--- src/inc/dac_front_pkg.sv ---
// Package for the serial front end and monitor mux of a multichannel DAC.
// Assumes a single system clock domain; the link clock is sampled as data.
package dac_front_pkg;
    // ------------------------------------------------------------------
    // Frame and word layout
    // ------------------------------------------------------------------
    localparam int          WORD_BITS    = 24;
    localparam int          CNT_W        = 5;
    localparam logic [4:0]  WORD_BITS_C  = 5'h18;
    localparam int          DATA_W       = 16;
    localparam int          ADDR_LSB     = 16;
    localparam int          ADDR_W       = 5;
    localparam int          REG_LSB      = 21;
    localparam int          REG_W        = 2;
    localparam logic        RD_BIT_POS   = 1'h1;
    localparam int          RD_BIT       = 23;
    // Special function register select: reg field zero, address 0x0C control, 0x0A monitor
    localparam logic [1:0]  REG_SFR      = 2'h0;
    localparam logic [4:0]  SFR_CONTROL  = 5'h0C;
    localparam logic [4:0]  SFR_MONITOR  = 5'h0A;
    // ------------------------------------------------------------------
    // Control register fields (two bit maps for the two word widths)
    // ------------------------------------------------------------------
    localparam int          CR_W         = 14;
    localparam logic [13:0] CR_RESET     = 14'h0000;
    localparam int          CR14_REFV    = 12;
    localparam int          CR14_REFSEL  = 10;
    localparam int          CR14_MON_EN  = 9;
    localparam int          CR12_REFV    = 10;
    localparam int          CR12_REFSEL  = 8;
    localparam int          CR12_MON_EN  = 7;
    // ------------------------------------------------------------------
    // Monitor channel codes
    // ------------------------------------------------------------------
    localparam int          MON_W        = 6;
    localparam logic [5:0]  MON_NONE     = 6'h3F;
    localparam logic [5:0]  MON_IN_A     = 6'h10;
    localparam logic [5:0]  MON_IN_B     = 6'h11;
    localparam logic [5:0]  MON_LAST_DAC = 6'h0F;
    // ------------------------------------------------------------------
    // Busy time after reset
    // ------------------------------------------------------------------
    localparam int          CLK_HZ       = 25_000_000;
    localparam int          BUSY_US      = 270;
    localparam int          BUSY_CYCLES  = (BUSY_US * (CLK_HZ / 1_000_000));
    typedef enum logic [1:0] {ST_BUSY, ST_IDLE, ST_SHIFT} link_state_type;
endpackage : dac_front_pkg

--- src/inc/word_if.sv ---
// Interface carrying a decoded serial word from the link to the registers.
// Assumes both ends run on the same clock.
`timescale 1ns/1ps
`default_nettype none
interface word_if;
    logic        valid;
    logic [23:0] word;
    logic [23:0] rdata;
    modport link (output valid, output word, input rdata);
    modport regs (input valid, input word, output rdata);
endinterface : word_if
`default_nettype wire

--- src/core/serial_link.sv ---
// Serial shift engine: samples link pins, shifts in on falling, out on rising.
// Assumes pins are asynchronous to clock; link clock well below clock rate.
`timescale 1ns/1ps
`default_nettype none
module serial_link (
    // Clock and reset
    input  wire logic clock,
    input  wire logic reset_n,
    // Gate from reset sequencer
    input  wire logic ready,
    // Link pins
    input  wire logic shift_clock,
    input  wire logic frame_n,
    input  wire logic serial_in,
    output logic      serial_out,
    // Word path
    word_if.link      wp
);
    // ------------------------------------------------------------------
    // Synchronisers
    // ------------------------------------------------------------------
    logic [2:0] s1_q, s2_q, s1_d, s2_d;
    logic       sclk_old_q, sclk_old_d;
    logic [dac_front_pkg::CNT_W-1:0] cnt_q, cnt_d;
    logic [23:0] sh_q, sh_d, out_q, out_d;
    logic        so_q, so_d, val_q, val_d;
    logic        fall, rise, fr;

    always_comb begin
        s1_d       = {shift_clock, frame_n, serial_in};
        s2_d       = s1_q;
        sclk_old_d = s2_q[2];
        fall       = sclk_old_q & ~s2_q[2];
        rise       = ~sclk_old_q & s2_q[2];
        fr         = ~s2_q[1] & ready;
        cnt_d      = cnt_q;
        sh_d       = sh_q;
        out_d      = out_q;
        so_d       = so_q;
        val_d      = 1'b0;
        if (!fr) begin
            // Frame end or busy: abandon partial word, reload readback
            cnt_d = '0;
            out_d = wp.rdata;
            so_d  = wp.rdata[23];
        end else begin
            if (fall) begin
                sh_d  = {sh_q[22:0], s2_q[0]};
                cnt_d = cnt_q + 5'h01;
                if (cnt_q == dac_front_pkg::WORD_BITS_C - 5'h01) begin
                    val_d = 1'b1;
                    cnt_d = '0;
                end
            end
            if (rise) begin
                so_d  = out_q[23];
                out_d = {out_q[22:0], 1'b0};
            end
        end
    end

    always_ff @(posedge clock or negedge reset_n) begin
        if (!reset_n) begin
            // Idle levels: link clock low, frame high, so no false edge
            s1_q       <= 3'h2;
            s2_q       <= 3'h2;
            sclk_old_q <= 1'b0;
            cnt_q      <= '0;
            sh_q       <= '0;
            out_q      <= '0;
            so_q       <= 1'b0;
            val_q      <= 1'b0;
        end else begin
            s1_q       <= s1_d;
            s2_q       <= s2_d;
            sclk_old_q <= sclk_old_d;
            cnt_q      <= cnt_d;
            sh_q       <= sh_d;
            out_q      <= out_d;
            so_q       <= so_d;
            val_q      <= val_d;
        end
    end

    assign wp.valid   = val_q;
    assign wp.word    = sh_q;
    assign serial_out = so_q;
endmodule : serial_link
`default_nettype wire

--- src/core/dac_front.sv ---
// Top of the DAC host front end: serial link, control register, monitor mux.
// Assumes link pins are asynchronous; analog switching is done outside.
`timescale 1ns/1ps
`default_nettype none
// Function
// - Serial bits captured on falling clock edge, readback shifted on rising edge.
// - External reference selected after power-up until software enables internal.
// - Wide variant: bit 12 picks voltage, bit 10 picks internal reference.
// - Narrow variant: bit 10 picks voltage, bit 8 picks internal reference.
// - Monitor routes a channel only once monitor enable is set.
// - Monitor channel 63 floats the monitor output.
// - Monitor can select either external monitor input.
// - Monitor output floats while monitor enable is clear.
// - Serial activity and load pulses ignored while busy is low.
module dac_front #(
    parameter int BUSY_COUNT = dac_front_pkg::BUSY_CYCLES
) (
    // Clock and reset
    input  wire logic        clock,
    input  wire logic        reset_n,
    // Variant strap: high for 12-bit control map
    input  wire logic        narrow_variant,
    // Serial link
    input  wire logic        shift_clock,
    input  wire logic        frame_n,
    input  wire logic        serial_in,
    output logic             serial_out,
    // Load pin
    input  wire logic        load_dac_n,
    output logic             load_pulse,
    // Status
    output logic             busy_n,
    // Reference control
    output logic             reference_internal,
    output logic             reference_high,
    // Monitor mux
    output logic [5:0]       monitor_select,
    output logic             monitor_output_oe,
    output logic             monitor_input_a_sel,
    output logic             monitor_input_b_sel,
    // Last data word for the DAC core
    output logic             data_write,
    output logic [23:0]      data_word
);
    // ------------------------------------------------------------------
    // Reset sequencer
    // ------------------------------------------------------------------
    logic [19:0] busy_cnt_q, busy_cnt_d;
    logic        busy_n_q, busy_n_d;
    logic        narrow_q, narrow_d;
    logic        strap_s1_q, strap_s1_d, strap_s2_q, strap_s2_d;

    always_comb begin
        busy_cnt_d = busy_cnt_q;
        busy_n_d   = busy_n_q;
        narrow_d   = narrow_q;
        // Strap is a pin: three flops before the mux reads it
        strap_s1_d = narrow_variant;
        strap_s2_d = strap_s1_q;
        if (!busy_n_q) begin
            narrow_d = strap_s2_q; // Strap caught while busy
            if (busy_cnt_q == 20'(BUSY_COUNT - 1)) begin
                busy_n_d = 1'b1;
            end else begin
                busy_cnt_d = busy_cnt_q + 20'h00001;
            end
        end
    end

    always_ff @(posedge clock or negedge reset_n) begin
        if (!reset_n) begin
            busy_cnt_q <= 20'h00000;
            busy_n_q   <= 1'b0;
            narrow_q   <= 1'b0;
            strap_s1_q <= 1'b0;
            strap_s2_q <= 1'b0;
        end else begin
            busy_cnt_q <= busy_cnt_d;
            busy_n_q   <= busy_n_d;
            narrow_q   <= narrow_d;
            strap_s1_q <= strap_s1_d;
            strap_s2_q <= strap_s2_d;
        end
    end

    // ------------------------------------------------------------------
    // Serial link
    // ------------------------------------------------------------------
    word_if wp ();

    serial_link u_link (
        .clock       (clock),
        .reset_n     (reset_n),
        .ready       (busy_n_q),
        .shift_clock (shift_clock),
        .frame_n     (frame_n),
        .serial_in   (serial_in),
        .serial_out  (serial_out),
        .wp          (wp)
    );

    // ------------------------------------------------------------------
    // Registers
    // ------------------------------------------------------------------
    logic [13:0] cr_q, cr_d;
    logic [5:0]  mon_q, mon_d;
    logic [2:0]  ld_q, ld_d;
    logic        lp_q, lp_d, wr_q, wr_d;
    logic [23:0] dw_q, dw_d;
    logic        is_sfr, rd;
    logic [4:0]  addr;
    logic [5:0]  chan;
    logic        refv, refsel, mon_en;

    always_comb begin
        is_sfr = wp.word[dac_front_pkg::REG_LSB +: dac_front_pkg::REG_W]
                 == dac_front_pkg::REG_SFR;
        rd     = wp.word[dac_front_pkg::RD_BIT];
        addr   = wp.word[dac_front_pkg::ADDR_LSB +: dac_front_pkg::ADDR_W];
        chan   = wp.word[dac_front_pkg::MON_W-1:0];
        cr_d   = cr_q;
        mon_d  = mon_q;
        dw_d   = dw_q;
        wr_d   = 1'b0;
        ld_d   = {ld_q[1:0], load_dac_n};
        lp_d   = busy_n_q & ld_q[2] & ~ld_q[1];
        if (wp.valid && !rd) begin
            if (is_sfr && addr == dac_front_pkg::SFR_CONTROL) begin
                cr_d = wp.word[dac_front_pkg::CR_W-1:0];
            end else if (is_sfr && addr == dac_front_pkg::SFR_MONITOR) begin
                if (chan <= dac_front_pkg::MON_LAST_DAC || chan == dac_front_pkg::MON_IN_A
                    || chan == dac_front_pkg::MON_IN_B || chan == dac_front_pkg::MON_NONE) begin
                    mon_d = chan;
                end
            end else begin
                dw_d = wp.word;
                wr_d = 1'b1;
            end
        end
        if (narrow_q) begin
            refv   = cr_q[dac_front_pkg::CR12_REFV];
            refsel = cr_q[dac_front_pkg::CR12_REFSEL];
            mon_en = cr_q[dac_front_pkg::CR12_MON_EN];
        end else begin
            refv   = cr_q[dac_front_pkg::CR14_REFV];
            refsel = cr_q[dac_front_pkg::CR14_REFSEL];
            mon_en = cr_q[dac_front_pkg::CR14_MON_EN];
        end
    end

    // Readback returns control register; DAC data lives outside this block
    assign wp.rdata = {10'h000, cr_q};

    always_ff @(posedge clock or negedge reset_n) begin
        if (!reset_n) begin
            cr_q  <= dac_front_pkg::CR_RESET;
            mon_q <= dac_front_pkg::MON_NONE;
            ld_q  <= 3'h7;
            lp_q  <= 1'b0;
            wr_q  <= 1'b0;
            dw_q  <= 24'h000000;
        end else begin
            cr_q  <= cr_d;
            mon_q <= mon_d;
            ld_q  <= ld_d;
            lp_q  <= lp_d;
            wr_q  <= wr_d;
            dw_q  <= dw_d;
        end
    end

    // ------------------------------------------------------------------
    // Output registers
    // ------------------------------------------------------------------
    logic       ri_q, rh_q, oe_q, ia_q, ib_q;
    logic       ri_d, rh_d, oe_d, ia_d, ib_d;
    logic [5:0] ms_q, ms_d;

    always_comb begin
        ri_d = refsel;
        rh_d = refv;
        oe_d = mon_en && mon_q != dac_front_pkg::MON_NONE;
        ms_d = mon_q;
        ia_d = oe_d && mon_q == dac_front_pkg::MON_IN_A;
        ib_d = oe_d && mon_q == dac_front_pkg::MON_IN_B;
    end

    always_ff @(posedge clock or negedge reset_n) begin
        if (!reset_n) begin
            ri_q <= 1'b0;
            rh_q <= 1'b0;
            oe_q <= 1'b0;
            ia_q <= 1'b0;
            ib_q <= 1'b0;
            ms_q <= dac_front_pkg::MON_NONE;
        end else begin
            ri_q <= ri_d;
            rh_q <= rh_d;
            oe_q <= oe_d;
            ia_q <= ia_d;
            ib_q <= ib_d;
            ms_q <= ms_d;
        end
    end

    assign busy_n              = busy_n_q;
    assign reference_internal  = ri_q;
    assign reference_high      = rh_q;
    assign monitor_output_oe   = oe_q;
    assign monitor_select      = ms_q;
    assign monitor_input_a_sel = ia_q;
    assign monitor_input_b_sel = ib_q;
    assign load_pulse          = lp_q;
    assign data_write          = wr_q;
    assign data_word           = dw_q;
endmodule : dac_front
`default_nettype wire

--- config.mk ---
export PLATFORM = sky130hd
export DESIGN_NAME = dac_front
export DESIGN_NICKNAME = d
export VERILOG_FILES = /design/src/inc/dac_front_pkg.sv /design/src/inc/word_if.sv /design/src/core/serial_link.sv /design/src/core/dac_front.sv
export SDC_FILE = /design/constraint.sdc
export NUM_CORES = 1
export LEC_CHECK = 0
export BUFFER_PORTS_ARGS = -buffer_cell sky130_fd_sc_hd__buf_2
export CAP_MARGIN = 15
export CELL_PAD_IN_SITES_DETAIL_PLACEMENT = 1
export CELL_PAD_IN_SITES_GLOBAL_PLACEMENT = 2
export CORE_ASPECT_RATIO = 1.75
export CORE_MARGIN = 2
export CORE_UTILIZATION = 45
export DETAILED_ROUTE_END_ITERATION = 6
export PLACE_DENSITY_LB_ADDON = 0.1
export SLEW_MARGIN = 20
export SYNTH_ARGS = -nofsm -noshare
export SYNTH_HDL_FRONTEND = slang
export SYNTH_SLANG_ARGS = --single-unit
--- constraint.sdc ---
create_clock -name clock -period 4.72 [get_ports clock]
set_input_delay 0.944 -clock clock [delete_from_list [all_inputs] [get_ports clock]]
set_output_delay 0.944 -clock clock [all_outputs]
set_load 0.02 [all_outputs]
==> reports/results.ini, run 1 <==
[run_status]
status = finished, final reports clean

[worst_setup_path]
r2r_end = data_word[15]
cp-end-kind = flip-flop
crit_arrival_ps = 2530
worst_ep_required_time_ps = 5020
reg2reg_slack_ps = 2490
crit_path_max_fanout = 23
cp_slowest_cell = o21ai_4
crit_path_start_kind = flip-flop
crit_path_max_incr_delay_ps = 650
r2r-start = u_link.wp.word[20]
reg2reg_depth = 4
critical_path_class = flip-flop to flip-flop
crit_chain = nand2b_1 -> or4_4 -> o21ai_4 -> mux2_2

[grt]
grt-ovfl-total = 0
grt_usage_pct = 18.5
grt_pass1_wl_um = 19300
grt_max_degree = 102
antenna_found_initial = 0
grt_pass1_vias = 3851

[sta]
period_needed_ps = 2230
tns_ps = 0
rsz0062_at_grt = false
period_share_pct = 47.3
worstMarginPinSlew_ps = 949
finalSetupViolCount = 0
relSlewSlack_pct = 36.7
hold_viol_final = 0
finalMaxSlewViolations = 0
max_freq_ghz = 0.448
skew_ps = 9.86

[synthesis]
yosysTopAreaCell = dfrtp_1
postSynthCellCount = 436
synth_edf_count = 0
yosys_warnings = 0
syn_area_um2 = 5770
synth_top_area_share_pct = 56.0
async_reset_ff_share_pct = 100
synth_area_leaders = dfrtp_1, mux2_2, dfstp_2, nand2_1, mux2i_1
synth_nets = 446
ys_seq_area_share_pct = 63.7
ys_ff_latch = 146
synthDistinctLibCells = 41
synth.avg_cell_area_um2 = 13.2
ys.flop_type = dfrtp_1

[hold_path]
worstHoldStart = u_link.s1_q[2]
holdPathStages = 0
hp-class = flip-flop to flip-flop
min_to = u_link.s2_q[2]

[pwr]
power.total_mw = 2.52
leakage_nw = 3.18
ir_worst_vdd_mv = 0.254
powerDensity_nw_per_um2 = 376

[floorplan]
dieWidth_um = 89.6
ioPinCount = 46
core_area_um2 = 12500
die_h_um = 154
initial_core_util_pct = 46.1
dieArea_um2 = 13800
rows = 54

[routing]
num_vias = 3514
wl_um = 11200
wl_per_cell_um = 16.8
drcViolationCount = 0
drt_iter0_drc = 161
drt-pass1-iter-count = 4
vias_per_cell = 5.24
postRouteAntennaNets = 0

[finish]
seqCellArea_um2 = 3670
multi_input_area_um2 = 1990
drive_gt1_share_pct = 33.7
area_growth_pct = 16.3
antenna_cells = 0
nFillCells = 1292
layout.nets = 499
final_common_cell = dfrtp_1
layout_common_cells = dfrtp_1, mux2_2, nand2_1, buf_2, mux2i_1

[clocking]
cts_tree = built
clock-sinks = 146
worstSkewPairLatency_ps = 410
numCtsBuffers = 17
clk_pin_slew_ps = 60
post_cts_buffers = 0
cts_resized = 0
h-tree-depth = 4
root_buffer = clkbuf_16
cts_hold_buffers = 0
clockBufferDepth = 2

[placement]
dpl.hpwl_um = 7620
port_buffers = 45
place_congestion = 0.765

[job]
drv_cap = 0

cell usage after synthesis (all sizes together), types with 2 or more instances:
cell and n:
and4 5, and2 2, o21ai 17, ha 3, clkbuf 9, xor2 8, nor3 3, nand4 6
nor2b 6, mux2 66, nand3 8, nand2b 5, o22ai 3, nor4b 2, nand2 52, dfstp 17
inv 6, nor4bb 2, a31oi 2, mux2i 18, xnor2 10, dfrtp 129, nor2 16, a21oi 17
nor4 6, buf 7, and3 3
stage by stage:
stage          hold slack (ps)  std cells  util [%]  cell area (um^2)  setup slack [ps]
2_1_floorplan              331        436         -              5770              2850
3_3_place_gp               333        638      49.3              6160              2530
3_5_place_dp               338        638      49.3              6160              2460
4_1_cts                    352        670      53.7              6710              2450
5_1_grt                    351        670      53.7              6710              2360
6_report                   349        670      53.7              6710              2490
state kept, by name, indices dropped and copies added, names as in the netlist, 5 cells and up:
register,cells
cr_q,14
data_word,24
mon_q,6
u_link.cnt_q,5
monitor_select,6
busy_cnt_q,20
u_link.out_q,24
u_link.wp.word,24
worst max-delay path by stage:
stage	from	end	slack [ps]
detailed placement	u_link.wp.word[20]	data_word[15]	2460
global route	u_link.wp.word[20]	data_word[10]	2360
CTS	u_link.wp.word[20]	data_word[0]	2450
floorplan	u_link.wp.word[20]	cr_q[10]	2850
global placement	u_link.wp.word[20]	data_word[8]	2530
finish	u_link.wp.word[20]	data_word[15]	2490
power breakdown:
| group | total [mW] | switching [mW] | internal, mW |
|---|---|---|---|
| sequential | 1.26 | 0.00301 | 1.26 |
| combinational | 0.0397 | 0.0317 | 0.00798 |
| clock | 1.22 | 0.525 | 0.692 |
routing by layer:
metal	vias up	global-route usage, %	wire (um)
met4	0	6.75	185
li1	1633	-	-
met1	1827	20.4	4250
met2	39	33.1	6550
met5	-	0	0
met3	15	4.99	251
cells by family after synthesis:
| logic type | synth area share (%) |
|---|---|
| flip-flops | 63.7 |
| multiplexers | 16.0 |
| buffers and inverters | 1.91 |
| AO/OA/AOI/OAI | 4.43 |
| XOR/XNOR | 2.73 |
| adder cells (fa/ha/maj) | 0.651 |
| AND/OR/NAND/NOR | 10.6 |
cell type report:
cell class                 count  share of cell area, %
multi-input combinational    268                   29.6
tap                          168                   3.13
clock inverter                13                   1.51
sequential                   146                   54.8
inverter                       6                  0.336
clock buffer                  19                   6.60
timing repair buffer          50                   4.01
critical path, delay by kind of cell (launching register included):
kind | cells | cell delay (ps)
flops | 1 | 400
simple gates | 2 | 640
compound gates | 1 | 650
mux | 1 | 410
No activity file was read; power rests on OpenSTA's default activity.
==> run 2, diff against run 1 <==
--- a/config.mk
+++ b/config.mk
@@ -5,13 +5,14 @@
 export SDC_FILE = /design/constraint.sdc
 export NUM_CORES = 1
 export LEC_CHECK = 0
+export ABC_AREA = 1
 export BUFFER_PORTS_ARGS = -buffer_cell sky130_fd_sc_hd__buf_2
 export CAP_MARGIN = 15
 export CELL_PAD_IN_SITES_DETAIL_PLACEMENT = 1
 export CELL_PAD_IN_SITES_GLOBAL_PLACEMENT = 2
 export CORE_ASPECT_RATIO = 1.75
 export CORE_MARGIN = 2
-export CORE_UTILIZATION = 45
+export CORE_UTILIZATION = 37
 export DETAILED_ROUTE_END_ITERATION = 6
 export PLACE_DENSITY_LB_ADDON = 0.1
 export SLEW_MARGIN = 20
==> constraint.sdc (replaced) <==
create_clock -name clock -period 2.2 [get_ports clock]
set_input_delay 0.44 -clock clock [delete_from_list [all_inputs] [get_ports clock]]
set_output_delay 0.44 -clock clock [all_outputs]
set_load 0.02 [all_outputs]
==> run 2 against run 1 <==
Compared with the run above: setup slack worse by 2100 ps; sequential share of layout area is 3.2 points lower; via count grew 28%; synthesized area grew 4.5%; sequential cell count unchanged; sequential power up 120%; clock power increased to 2.6 times the previous value; largest power group is now clock.
==> reports/results.ini, run 2 <==
[synthesis]
synth_common_cells = nand2_1, dfrtp_1, inv_1
ys.flop_type = dfrtp_1
synthDistinctLibCells = 36
yosysTopAreaCell = dfrtp_1
yosys_warnings = 0
synth_area_leaders = dfrtp_1, nand2_1, dfstp_2, o21ai_0, inv_1
synth.avg_cell_area_um2 = 9.14
yosysMostFrequentCell = nand2_1
ys_ff_latch = 146
synth_nets = 669
synth_edf_count = 0
postSynthCellCount = 659
syn_area_um2 = 6030
ys_seq_area_share_pct = 61.0
async_reset_ff_share_pct = 100
synth_top_area_share_pct = 53.6

[run_status]
status = finished, final reports clean

[pwr]
leakage_nw = 3.33
p_seq_share_pct = 45.7
p_int_mw = 4.57
power.total_mw = 5.93
swShare_pct = 23.0
pwr-share-clk_pct = 53.0
ir_worst_vdd_mv = 0.442
combPwrFrac_pct = 1.3
p_switching_mw = 1.36
powerDensity_nw_per_um2 = 833

[sta]
period_share_pct = 83.6
worstMarginPinSlew_ps = 539
finalSetupViolCount = 0
period_needed_ps = 1840
rsz0062_at_grt = false
hold_viol_final = 0
finalMaxSlewViolations = 0
relSlewSlack_pct = 64.0
max_freq_ghz = 0.544
skew_ps = 9.91
tns_ps = 0

[grt]
grt_pass1_vias = 4900
grt_max_degree = 56
antenna_found_initial = 0
grt-ovfl-total = 0
grt_usage_pct = 18.5
grt_pass1_wl_um = 25000

[placement]
port_buffers = 45
dpl.hpwl_um = 10500
place_congestion = 0.808

[clocking]
cts_tree = built
clk_pin_slew_ps = 70
h-tree-depth = 4
clock-sinks = 146
clockBufferDepth = 2
root_buffer = clkbuf_16
post_cts_buffers = 0
worstSkewPairLatency_ps = 420
numCtsBuffers = 17

[routing]
vias_per_cell = 4.91
postRouteAntennaNets = 0
drt-pass1-iter-count = 4
drt_iter0_drc = 124
drcViolationCount = 0
wl_um = 14800
num_vias = 4492
wl_per_cell_um = 16.2

[worst_setup_path]
cp-end-kind = flip-flop
reg2reg_depth = 6
r2r-start = busy_n
critical_path_class = flip-flop to flip-flop
worst_ep_required_time_ps = 2540
crit_path_start_kind = flip-flop
reg2reg_slack_ps = 360
r2r_end = u_link.out_q[1]
crit_arrival_ps = 2180
crit_path_max_fanout = 14

[floorplan]
core_area_um2 = 16000
dieArea_um2 = 17400
ioPinCount = 46
die_h_um = 173
dieWidth_um = 100
initial_core_util_pct = 37.8
rows = 61

[finish]
final_common_cell = nand2_1
drive_gt1_share_pct = 17.5
antenna_cells = 0
area_growth_pct = 18.1
layout.nets = 723
nFillCells = 1852
layout_common_cells = nand2_1, dfrtp_1, inv_1, nor2_1, buf_2

[hold_path]
holdPathStages = 1
worstHoldStart = load_dac_n
hp-class = primary input to flip-flop
min_to = ld_q[0]

[job]
drv_cap = 0

==> run 2: cell count changes in the layout (fill, tap and decap cells not counted), moves of 15 or more <==
| cell | before | now |
|---|---|---|
| a21oi_1 | 17 | 2 |
| inv_1 | 6 | 51 |
| mux2_2 | 66 | 0 |
| mux2i_1 | 18 | 0 |
| nand2_1 | 52 | 238 |
| nor2_1 | 15 | 45 |
| o21ai_0 | 16 | 41 |
| o21ai_1 | 0 | 31 |
==> run 2: logic make-up (layout without fill, tap and decap cells) <==
| family | after synthesis | in the layout | synth area share (%) |
|---|---|---|---|
| buffers and inverters | 79 | 146 | 5.79 |
| adders and majority gates | 3 | 3 | 0.623 |
| and+or+nand+nor | 324 | 324 | 22.0 |
| DFF | 146 | 146 | 61.0 |
| AOI/OAI and AO/OA | 92 | 92 | 8.39 |
| xor gates and xnor gates | 15 | 15 | 2.18 |
==> run 2: power by group through the flow <==
stage / registers [mW] / logic [mW] / clock network, mW
finish: 2.71 / 0.0771 / 3.14
global route: 2.71 / 0.0896 / 3.33
CTS: 2.71 / 0.0832 / 3.22
detailed placement: 2.76 / 0.0816 / 0
global placement: 2.76 / 0.0794 / 0
floorplan: 2.76 / 0.00328 / 0
==> run 2: layer usage <==
| metal | global-route usage (%) | vias to the layer above | routed length (um) |
|---|---|---|---|
| li1 | - | 2184 | - |
| met4 | 6.16 | 0 | 229 |
| met3 | 3.35 | 15 | 331 |
| met5 | 0 | - | 0 |
| met1 | 20.7 | 2240 | 5780 |
| met2 | 34.3 | 53 | 8460 |
==> run 2: repair_timing <==
| action | 4_1_cts | 5_1_grt |
|---|---|---|
| hold endpoints to repair | 10 | 0 |
| gates resized for setup | 0 | 0 |
| hold buffers | 1 | 0 |
| endpoints found under the setup margin | 0 | 0 |
==> run 2: layout make-up <==
| cell class | count | area [um^2] | share of cell area, % |
|---|---|---|---|
| flip-flops and latches | 146 | 3670 | 51.6 |
| clock inverters | 15 | 206 | 2.90 |
| multi-input cells | 434 | 2000 | 28.1 |
| well taps | 189 | 236 | 3.32 |
| repair buffers | 56 | 354 | 4.97 |
| clock buffers | 17 | 425 | 5.98 |
| inverters | 58 | 220 | 3.09 |
==> run 2: worst max-delay path by stage <==
stage             startpoint              end  slack [ps]  depth (start not counted)
2_1_floorplan  busy_cnt_q[0]   busy_cnt_q[16]         800                          8
3_3_place_gp          busy_n  u_link.out_q[1]         390                          6
3_5_place_dp          busy_n  u_link.out_q[1]         350                          6
4_1_cts               busy_n  u_link.out_q[1]         320                          6
5_1_grt               busy_n  u_link.out_q[1]         250                          6
6_report              busy_n  u_link.out_q[1]         360                          6
==> run 2: metrics by stage <==
stage | setup slack (ps) | utilization [%] | hold slack (ps) | std cells | instance area, um^2
final | 361 | 44.6 | 120 | 915 | 7120
after global routing | 248 | 44.6 | 108 | 915 | 7120
after CTS | 316 | 44.6 | 105 | 915 | 7120
after detailed placement | 352 | 40.6 | 346 | 882 | 6480
after global placement | 390 | 40.6 | 334 | 882 | 6480
after floorplan | 799 | - | 144 | 659 | 6030
==> run 2: critical path, cell delays in order (launching register included) <==
cell	delay [ps]
dfrtp_1	490
inv_2	150
nor2_8	190
nand2_1	330
inv_2	340
o22ai_1	110
a21oi_1	130
